$ cat src/rtl/aishp_pkg.sv
package aishp_pkg;
  // ==========================================================
  // register map
  localparam logic [6:0] ANALOGUE_PATH_CONTROL_IDX = 7'h04;
  localparam logic [6:0] DIGITAL_PATH_CONTROL_IDX = 7'h05;
  localparam logic [6:0] RATE_CONTROL_IDX = 7'h08;
  localparam logic [6:0] POWER_CONTROL_IDX = 7'h06;
  localparam logic [6:0] STATUS_IDX = 7'h0a;
  localparam int REG_W = 9;
  // ==========================================================
  // field positions
  localparam int MIC_GAIN_BOOST_BIT = 0;
  localparam int MIC_TO_ADC_SILENCE_BIT = 1;
  localparam int ADC_SOURCE_PICK_BIT = 2;
  localparam int HIGHPASS_OFF_BIT = 0;
  localparam int OFFSET_HOLD_BIT = 4;
  localparam int STANDBY_BIT = 0;
  // ==========================================================
  // reset values
  localparam logic [8:0] ANALOGUE_PATH_RESET = 9'h002;
  localparam logic [8:0] DIGITAL_PATH_RESET = 9'h000;
  localparam logic [8:0] RATE_RESET = 9'h000;
  localparam logic [8:0] POWER_RESET = 9'h000;
  // ==========================================================
  // filter
  localparam int SAMPLE_W = 24;
  localparam int HPF_SHIFT = 10;
  localparam logic [3:0] RATE_FAST_LIMIT = 4'h7;
  typedef enum logic [0:0] {AISHP_FILT_NORMAL, AISHP_FILT_FAST} aishp_filt_type;
endpackage

$ cat src/rtl/aishp_dc_remover.sv
`timescale 1ns/1ps
module aishp_dc_remover #(
  parameter int W = 24,
  parameter int SHIFT = 10
) (
  input wire logic clk,
  input wire logic arst_n,
  input wire logic in_valid,
  input wire logic signed [W-1:0] in_sample,
  input wire logic hpf_on,
  input wire logic hold,
  output logic out_valid,
  output logic signed [W-1:0] out_sample
);
  logic signed [W+SHIFT-1:0] acc, next_acc;
  logic next_out_valid;
  logic signed [W-1:0] next_out_sample;
  logic signed [W-1:0] est;
  logic signed [W:0] diff;

  // ==========================================================
  // offset estimate and subtraction
  always_comb begin
    // a cleared offset must not reach the very first sample after the switch
    est = (hpf_on || hold) ? acc[W+SHIFT-1:SHIFT] : '0;
    diff = {in_sample[W-1], in_sample} - {est[W-1], est};
    next_acc = acc;
    next_out_valid = in_valid;
    next_out_sample = out_sample;
    if (in_valid) begin
      // saturate so a large step cannot wrap
      if (diff > $signed({2'b00, {(W-1){1'b1}}})) begin
        next_out_sample = {1'b0, {(W-1){1'b1}}};
      end else if (diff < $signed({2'b11, {(W-1){1'b0}}})) begin
        next_out_sample = {1'b1, {(W-1){1'b0}}};
      end else begin
        next_out_sample = diff[W-1:0];
      end
      if (hpf_on) begin
        next_acc = acc + (W+SHIFT)'(diff);
      end else if (hold) begin
        next_acc = acc;
      end else begin
        next_acc = '0;
      end
    end
  end

  always_ff @(posedge clk or negedge arst_n) begin
    if (!arst_n) begin
      acc <= '0;
      out_valid <= 1'b0;
      out_sample <= '0;
    end else begin
      acc <= next_acc;
      out_valid <= next_out_valid;
      out_sample <= next_out_sample;
    end
  end
endmodule

$ cat src/rtl/aishp_top.sv
`timescale 1ns/1ps
module aishp_top
  import aishp_pkg::*;
#(
  parameter int DECIM = 64,
  parameter int SAMPLE_W = aishp_pkg::SAMPLE_W,
  parameter int MOD_W = 4
) (
  input wire logic clk,
  input wire logic arst_n,
  input wire logic [6:0] reg_addr,
  input wire logic [aishp_pkg::REG_W-1:0] reg_wdata,
  input wire logic reg_wr,
  input wire logic reg_rd,
  output logic [aishp_pkg::REG_W-1:0] reg_rdata,
  input wire logic mod_valid,
  input wire logic signed [MOD_W-1:0] mod_left,
  input wire logic signed [MOD_W-1:0] mod_right,
  output logic out_valid,
  output logic signed [SAMPLE_W-1:0] out_left,
  output logic signed [SAMPLE_W-1:0] out_right,
  output logic adc_source_pick,
  output logic mic_gain_boost,
  output logic mic_to_adc_silence,
  output logic electret_supply_out,
  output logic filter_fast
);
  import aishp_pkg::*;

  // ==========================================================
  // register file
  logic [REG_W-1:0] analogue_path_control, next_analogue_path_control;
  logic [REG_W-1:0] digital_path_control, next_digital_path_control;
  logic [REG_W-1:0] rate_control, next_rate_control;
  logic [REG_W-1:0] power_control, next_power_control;
  logic [REG_W-1:0] next_reg_rdata;

  always_comb begin
    next_analogue_path_control = analogue_path_control;
    next_digital_path_control = digital_path_control;
    next_rate_control = rate_control;
    next_power_control = power_control;
    if (reg_wr) begin
      case (reg_addr)
        ANALOGUE_PATH_CONTROL_IDX: next_analogue_path_control = reg_wdata;
        DIGITAL_PATH_CONTROL_IDX: next_digital_path_control = reg_wdata;
        RATE_CONTROL_IDX: next_rate_control = reg_wdata;
        POWER_CONTROL_IDX: next_power_control = reg_wdata;
        default: begin
        end
      endcase
    end
  end

  // ==========================================================
  // sample boundary and settings snapshot
  localparam int CW = $clog2(DECIM);
  logic [CW-1:0] dec_cnt, next_dec_cnt;
  logic boundary;
  logic hpf_on, next_hpf_on;
  logic hold, next_hold;
  logic src_mic, next_src_mic;
  logic fast, next_fast;
  logic [REG_W-1:0] status_word;

  assign boundary = mod_valid && (dec_cnt == CW'(DECIM - 1));

  always_comb begin
    next_dec_cnt = dec_cnt;
    next_hpf_on = hpf_on;
    next_hold = hold;
    next_src_mic = src_mic;
    next_fast = fast;
    if (mod_valid) begin
      next_dec_cnt = boundary ? '0 : dec_cnt + 1'b1;
    end
    // latch only between output words so one sample never mixes settings
    if (boundary) begin
      next_hpf_on = !digital_path_control[HIGHPASS_OFF_BIT];
      next_hold = digital_path_control[OFFSET_HOLD_BIT];
      next_src_mic = analogue_path_control[ADC_SOURCE_PICK_BIT];
      next_fast = (rate_control[3:0] > RATE_FAST_LIMIT);
    end
  end

  always_comb begin
    status_word = '0;
    status_word[0] = hpf_on;
    status_word[1] = hold;
    status_word[2] = src_mic;
    status_word[3] = fast;
    next_reg_rdata = '0;
    if (reg_rd) begin
      case (reg_addr)
        ANALOGUE_PATH_CONTROL_IDX: next_reg_rdata = analogue_path_control;
        DIGITAL_PATH_CONTROL_IDX: next_reg_rdata = digital_path_control;
        RATE_CONTROL_IDX: next_reg_rdata = rate_control;
        POWER_CONTROL_IDX: next_reg_rdata = power_control;
        STATUS_IDX: next_reg_rdata = status_word;
        default: next_reg_rdata = '0;
      endcase
    end
  end

  // ==========================================================
  // decimator: boxcar sum over DECIM modulator words
  // a plain boxcar trades stopband depth for size
  localparam int AW = SAMPLE_W;
  logic signed [AW-1:0] acc_l, next_acc_l, acc_r, next_acc_r;
  logic signed [AW-1:0] dec_l, dec_r, next_dec_l, next_dec_r;
  logic dec_valid, next_dec_valid;

  always_comb begin
    next_acc_l = acc_l;
    next_acc_r = acc_r;
    next_dec_l = dec_l;
    next_dec_r = dec_r;
    next_dec_valid = 1'b0;
    if (mod_valid) begin
      if (boundary) begin
        // sum scaled up to 24-bit full scale
        next_dec_l = (acc_l + AW'(mod_left)) <<< (AW - MOD_W - CW);
        next_dec_r = (acc_r + AW'(mod_right)) <<< (AW - MOD_W - CW);
        next_dec_valid = 1'b1;
        next_acc_l = '0;
        next_acc_r = '0;
      end else begin
        next_acc_l = acc_l + AW'(mod_left);
        next_acc_r = acc_r + AW'(mod_right);
      end
    end
  end

  // ==========================================================
  // dc removal per channel
  logic [1:0] hv;
  logic signed [SAMPLE_W-1:0] hl, hr;

  // both channels see the same snapshot
  aishp_dc_remover #(.W(SAMPLE_W), .SHIFT(HPF_SHIFT)) u_left (
    .clk(clk),
    .arst_n(arst_n),
    .in_valid(dec_valid),
    .in_sample(dec_l),
    .hpf_on(hpf_on),
    .hold(hold),
    .out_valid(hv[0]),
    .out_sample(hl)
  );

  aishp_dc_remover #(.W(SAMPLE_W), .SHIFT(HPF_SHIFT)) u_right (
    .clk(clk),
    .arst_n(arst_n),
    .in_valid(dec_valid),
    .in_sample(dec_r),
    .hpf_on(hpf_on),
    .hold(hold),
    .out_valid(hv[1]),
    .out_sample(hr)
  );

  // ==========================================================
  // output registers
  logic next_out_valid;
  logic signed [SAMPLE_W-1:0] next_out_left, next_out_right;
  logic next_adc_source_pick, next_mic_gain_boost, next_mic_to_adc_silence;
  logic next_electret_supply_out;

  always_comb begin
    next_out_valid = hv[0];
    next_out_left = hv[0] ? hl : out_left;
    next_out_right = hv[1] ? hr : out_right;
    next_adc_source_pick = src_mic;
    next_mic_gain_boost = analogue_path_control[MIC_GAIN_BOOST_BIT];
    // silences converter feed only; sidetone taps before this switch
    next_mic_to_adc_silence = analogue_path_control[MIC_TO_ADC_SILENCE_BIT];
    next_electret_supply_out = !power_control[STANDBY_BIT];
  end

  always_ff @(posedge clk or negedge arst_n) begin
    if (!arst_n) begin
      analogue_path_control <= ANALOGUE_PATH_RESET;
      digital_path_control <= DIGITAL_PATH_RESET;
      rate_control <= RATE_RESET;
      power_control <= POWER_RESET;
      reg_rdata <= '0;
      dec_cnt <= '0;
      hpf_on <= 1'b1;
      hold <= 1'b0;
      src_mic <= 1'b0;
      fast <= 1'b0;
      acc_l <= '0;
      acc_r <= '0;
      dec_l <= '0;
      dec_r <= '0;
      dec_valid <= 1'b0;
      out_valid <= 1'b0;
      out_left <= '0;
      out_right <= '0;
      adc_source_pick <= 1'b0;
      mic_gain_boost <= 1'b0;
      mic_to_adc_silence <= 1'b1;
      electret_supply_out <= 1'b1;
      filter_fast <= 1'b0;
    end else begin
      analogue_path_control <= next_analogue_path_control;
      digital_path_control <= next_digital_path_control;
      rate_control <= next_rate_control;
      power_control <= next_power_control;
      reg_rdata <= next_reg_rdata;
      dec_cnt <= next_dec_cnt;
      hpf_on <= next_hpf_on;
      hold <= next_hold;
      src_mic <= next_src_mic;
      fast <= next_fast;
      acc_l <= next_acc_l;
      acc_r <= next_acc_r;
      dec_l <= next_dec_l;
      dec_r <= next_dec_r;
      dec_valid <= next_dec_valid;
      out_valid <= next_out_valid;
      out_left <= next_out_left;
      out_right <= next_out_right;
      adc_source_pick <= next_adc_source_pick;
      mic_gain_boost <= next_mic_gain_boost;
      mic_to_adc_silence <= next_mic_to_adc_silence;
      electret_supply_out <= next_electret_supply_out;
      filter_fast <= fast;
    end
  end
endmodule

$ cat config.mk
export PLATFORM = sky130hd
export DESIGN_NAME = aishp_top
export DESIGN_NICKNAME = d
export VERILOG_FILES = /design/src/rtl/aishp_pkg.sv /design/src/rtl/aishp_dc_remover.sv /design/src/rtl/aishp_top.sv
export SDC_FILE = /design/constraint.sdc
export NUM_CORES = 1
export LEC_CHECK = 0
export ABC_AREA = 1
export BUFFER_PORTS_ARGS = -buffer_cell sky130_fd_sc_hd__buf_2
export CAP_MARGIN = 20
export CORE_ASPECT_RATIO = 1.1
export CORE_UTILIZATION = 65
export CTS_CLUSTER_DIAMETER = 60
export CTS_CLUSTER_SIZE = 20
export DETAILED_ROUTE_END_ITERATION = 7
export PLACE_DENSITY = 0.94
export SLEW_MARGIN = 20
export SYNTH_ARGS = -nofsm -noshare
export SYNTH_HDL_FRONTEND = slang
export SYNTH_SLANG_ARGS = --single-unit
export TNS_END_PERCENT = 100
$ cat constraint.sdc
create_clock -name clk -period 10.1 [get_ports clk]
set_input_delay 1.01 -clock clk [delete_from_list [all_inputs] [get_ports clk]]
set_output_delay 1.01 -clock clk [all_outputs]
set_load 0.02 [all_outputs]
After elaboration in Yosys (flattened, before gate mapping)
Index checks and enable logic that the tools add are counted.

Register bits: 295.

Mux-type cells: 16. $lt $le $gt $ge: 5. Eq/ne operators: 7. Add/sub/neg operators: 7. Reduce and logical (&&, ||, !) cells: 10.

Operators by type and width (count): $mux 24 (8); $mux 34 (3); $add 34x25->34 (2); $gt 25x24->1 const B (2); $lt 25x24->1 const B (2); $sub 24x24->25 (2); $add 24x4->24 (2); $pmux 9 s5 (1); $eq 7x3->1 const B (3); $eq 7x4->1 const B (2); $reduce_and 2->1 (6); $mux 9 (1); $add 6x1->6 const B (1); $eq 6x6->1 const B (1); $mux 6 (1); $gt 4x3->1 const B (1); $logic_not 1->1 (2); $mux 1 (2); $ne 2x2->1 const B (1); $logic_and 1x1->1 (1); $logic_or 1x1->1 (1).

Depth between registers and ports, before layout
Word-level depth: 6. Depth in mapped cells: 29.

Hierarchy
From an unflattened synthesis, not the netlist that was laid out.

Cell total of the unflattened synthesis: 2593. Area, all modules: 18968.2 µm².

By module, submodules not included: aishp_top (area each 6780.3 µm², instances 1, cells each 688); aishp_dc_remover at u_left (area each 6104.6 µm², instances 1, cells each 956); aishp_dc_remover at u_right (area each 6083.3 µm², instances 1, cells each 949).

Worst setup path before layout
OpenSTA, ideal clock, no wires.

Path type: register to register. Start point: register hpf_on. End point: register u_right.acc[32]. Cell stages (with the launch flop): 24. Clock period less this slack: 4.023 ns. Arrival time: 3.905 ns. Path slack: 6.077 ns. Setup time: 0.118 ns. Cells stage by stage: dfstp_2 -> inv_2 -> nand2_4 -> buf_4 -> clkbuf_1 -> nand2_1 -> ha_1 -> a21oi_1 -> nor2_1 -> nor2_1 -> inv_1 -> a21oi_1 -> nand2_1 -> nand2_1 -> nand2_1 -> inv_1 -> ha_1 -> a21o_1 -> nor2_1 -> nor2_1 -> a2111oi_0 -> nand3_1 -> nand3_1 -> nand2_1.

Word-level cells in the longest chain between the ends: 5. Elaborated cells between the ends (all ways): 7. Those cells by class: 2 x add/sub; 1 x eq/ne; 2 x mux; 2 x reduce/logical.

RTL lines: start: declaration (RTL line aishp_top.sv:60) `logic hpf_on, next_hpf_on;`; start signal: assignment (RTL line aishp_top.sv:212) `hpf_on <= next_hpf_on;`; $logic_or 1x1->1 (RTL line aishp_dc_remover.sv:25) `est = (hpf_on || hold) ? acc[W+SHIFT-1:SHIFT] : '0;`; $mux 24 (RTL line aishp_dc_remover.sv:25); $sub 24x24->25 (RTL line aishp_dc_remover.sv:26) `diff = {in_sample[W-1], in_sample} - {est[W-1], est};`; $add 34x25->34 (RTL line aishp_dc_remover.sv:40) `next_acc = acc + (W+SHIFT)'(diff);`; $mux 34 (RTL line aishp_dc_remover.sv:39) `if (hpf_on) begin`; end signal: assignment (RTL line aishp_dc_remover.sv:55) `acc <= next_acc;`; end: declaration (RTL line aishp_dc_remover.sv:15) `logic signed [W+SHIFT-1:0] acc, next_acc;`.

Parallel ways exist; a longest one is shown, timed or not. A chain may end at the register's enable or synchronous reset.

Final worst setup path
Start point: register hpf_on. End point: register u_right.acc[30].

Same word-level chain as after synthesis.

==> run metrics <==
Clock Tree Buf Depth 3; cts bufs inserted 22; max incr delay on CP approximately 0.56 ns; RSZ-0062 raised after global routing false; root buffer cell clkbuf_16; final wirelength about 47000 um; Hold Fails Final Rpt 0; crit path capture type flip-flop; drt drc 0; Top Ports between 90 and 100; H-tree Lvls 1; Syn Std Cell Area approximately 18000 um2; Worst Path Max Fanout 50; GP Congestion 0.985; # setup viols final 0; clock transition at the registers of the reported paths 0.08 ns; Worst EP required between 10 and 15 ns; initial core utilization 0.661; most common cell after layout, fill and taps aside nand2_1; grt ovf 0; Slew headroom 0.293; crit start category flip-flop; crit-path most repeated cell nand2_1; CTS Hold Bufs 0; die width ~160 um; Post-CTS Resized 0; Final Cycle Share 0.494; core box area around 27000 um2; max-cap violation count 0; share of cells above drive strength 1 0.130; Tmin final between 4 and 5 ns; Mapped Nets between 2k and 2.5k; die height ~180 um; Iteration-0 DRC Markers between 1.5k and 2k; largest net degree at the start of global routing ~140; Synth Flop Type dfrtp_1; status complete, no violations; vias around 16k; initial antenna violation count 0; count of buffers from port buffering 91; Post-DP HPWL about 34000 um; First-pass DRT Iterations 8; CP cell instances inv_2 > nand2_4 > nand2_1 > ha_1 > a21oi_1 > nor2_1 > nor2_1 > inv_1 > a21oi_1 > nand3b_1 > nand2_1 > inv_1 > ha_1 > nand2_1 > nor2_1 > inv_1 > nor3_1 > nand4_1 > nand2_1 > nand2_1 > nand3_1 > nand2_1; Synth async-reset ratio 1.00; Layout area overhead 8.33%; die area around 28000 um2; Syn Inst Count 2268; Slew Limit Fails 0; crit path from hpf_on; Distinct cells, synth 59; Setup Crit Path Kind reg2reg; setup tns final 0 ns; #FFs+latches synth 267; vias per cell 5.98; syn avg cell area around 8 um2; CTS Sinks approximately 270; post-route ant nets 0; ANT cells 0; GRT Resource Usage Total 0.334; final net count around 2.5k; CTS tree yes; most frequent cells in the layout 558 x nand2_1, 262 x dfrtp_1, 223 x inv_1, 217 x nor2_1, 179 x a21oi_1; Crit-path slowest cell dfstp_2; routed len/inst 17.2 um; f_max 200 MHz; worst hold path type in2async; CP arrival 5.41 ns; Post-synth EDFFs 0; vias in the first global route between 15k and 20k; RR Startpoint hpf_on; Worst Tran Pin Value about 1.1 ns; fillers just over 2k; Final Skew around 0.016 ns; first-pass GRT wire length between 70000 and 80000 um; Seq/Total Area, Yosys 0.377; clock latency on the worst-skew pair between 0.5 and 0.6 ns; register-to-register setup slack roughly 5.1 ns; row count 63; Ys Warns 0; # Post-CTS Setup Buffers 0
-- cells by family after synthesis --
| kind of cell | after synthesis | synth area share |
|---|---|---|
| buffers and inverters | 289 | 0.0655 |
| XOR/XNOR | 67 | 0.0339 |
| AO/OA/AOI/OAI | 513 | 0.179 |
| flip-flops | 267 | 0.377 |
| AND/OR/NAND/NOR | 969 | 0.232 |
| adder cells (fa/ha/maj) | 115 | 0.0827 |
| multiplexers | 48 | 0.0304 |
-- worst paths after layout --
| path | depth (start not counted) | endpoint |
|---|---|---|
| max in group asynchronous | 3 | u_right.acc[20] |
| hold / removal | 1 | acc_r[1] |
| setup / recovery | 22 | u_right.acc[30] |
| setup reg to reg | 22 | u_right.acc[30] |
| hold reg to reg | 0 | mic_to_adc_silence |
| min in group clk | 0 | mic_to_adc_silence |
-- routing by layer --
metal  up-vias  global-route usage  wire [um]
met5         -                   0          0
met4         0               0.138       1700
met3       144              0.0501       3280
met2       664               0.568      22100
met1      7714               0.426      19400
li1       7686                   -          -
-- metrics by stage --
stage,area [um2],setup WS (ns),utilization,cells,hold WS (ns)
after floorplan,17800,6.08,-,2268,0.361
final,19200,5.11,0.716,2711,0.353
after detailed placement,18500,5.25,0.687,2670,0.370
after global routing,19200,4.64,0.716,2711,0.370
after global placement,18500,5.25,0.687,2670,0.365
after CTS,19200,5.21,0.715,2710,0.388
-- synth_stat cells (20+ instances only) --
master / instances / area share
a21oi_1: 180 / 0.051
a21oi_2: 21 / 0.010
a21oi_4: 20 / 0.018
clkbuf_1: 40 / 0.0085
dfrtp_1: 263 / 0.37
ha_1: 111 / 0.078
inv_1: 225 / 0.048
mux2_2: 48 / 0.030
nand2_1: 558 / 0.12
nand3_1: 95 / 0.027
nor2_1: 217 / 0.046
o21ai_0: 171 / 0.048
o22ai_1: 25 / 0.0088
xnor2_1: 36 / 0.018
xor2_1: 29 / 0.014
-- area by class of cell --
type                       instances  area, um2  share of cell area
clock buffer                      28        614              0.0319
clock inverter                    12        138             0.00715
inverter                         234        878              0.0457
multi-input combinational       1712       9910               0.515
sequential                       267       6690               0.348
tap                              357        447              0.0232
timing repair buffer             101        561              0.0291
-- flip-flops by register name, summed over array words and instances, names as in the netlist, 10 cells and up --
name,cells
acc_l,10
acc_r,10
dec_l,10
dec_r,10
out_left,24
out_right,24
u_left.acc,34
u_left.out_sample,24
u_right.acc,34
u_right.out_sample,24
-- critical path, delay by kind of cell, from the launching register on --
family          cells  cell delay, ns
simple gates       14            2.57
flops               1            0.56
compound gates      2            0.46
buf+inv             4            0.45
fa+ha+maj           2            0.80
Power is not shown: default switching activity piles up to over one toggle a cycle in this logic, so the estimate is an artifact.
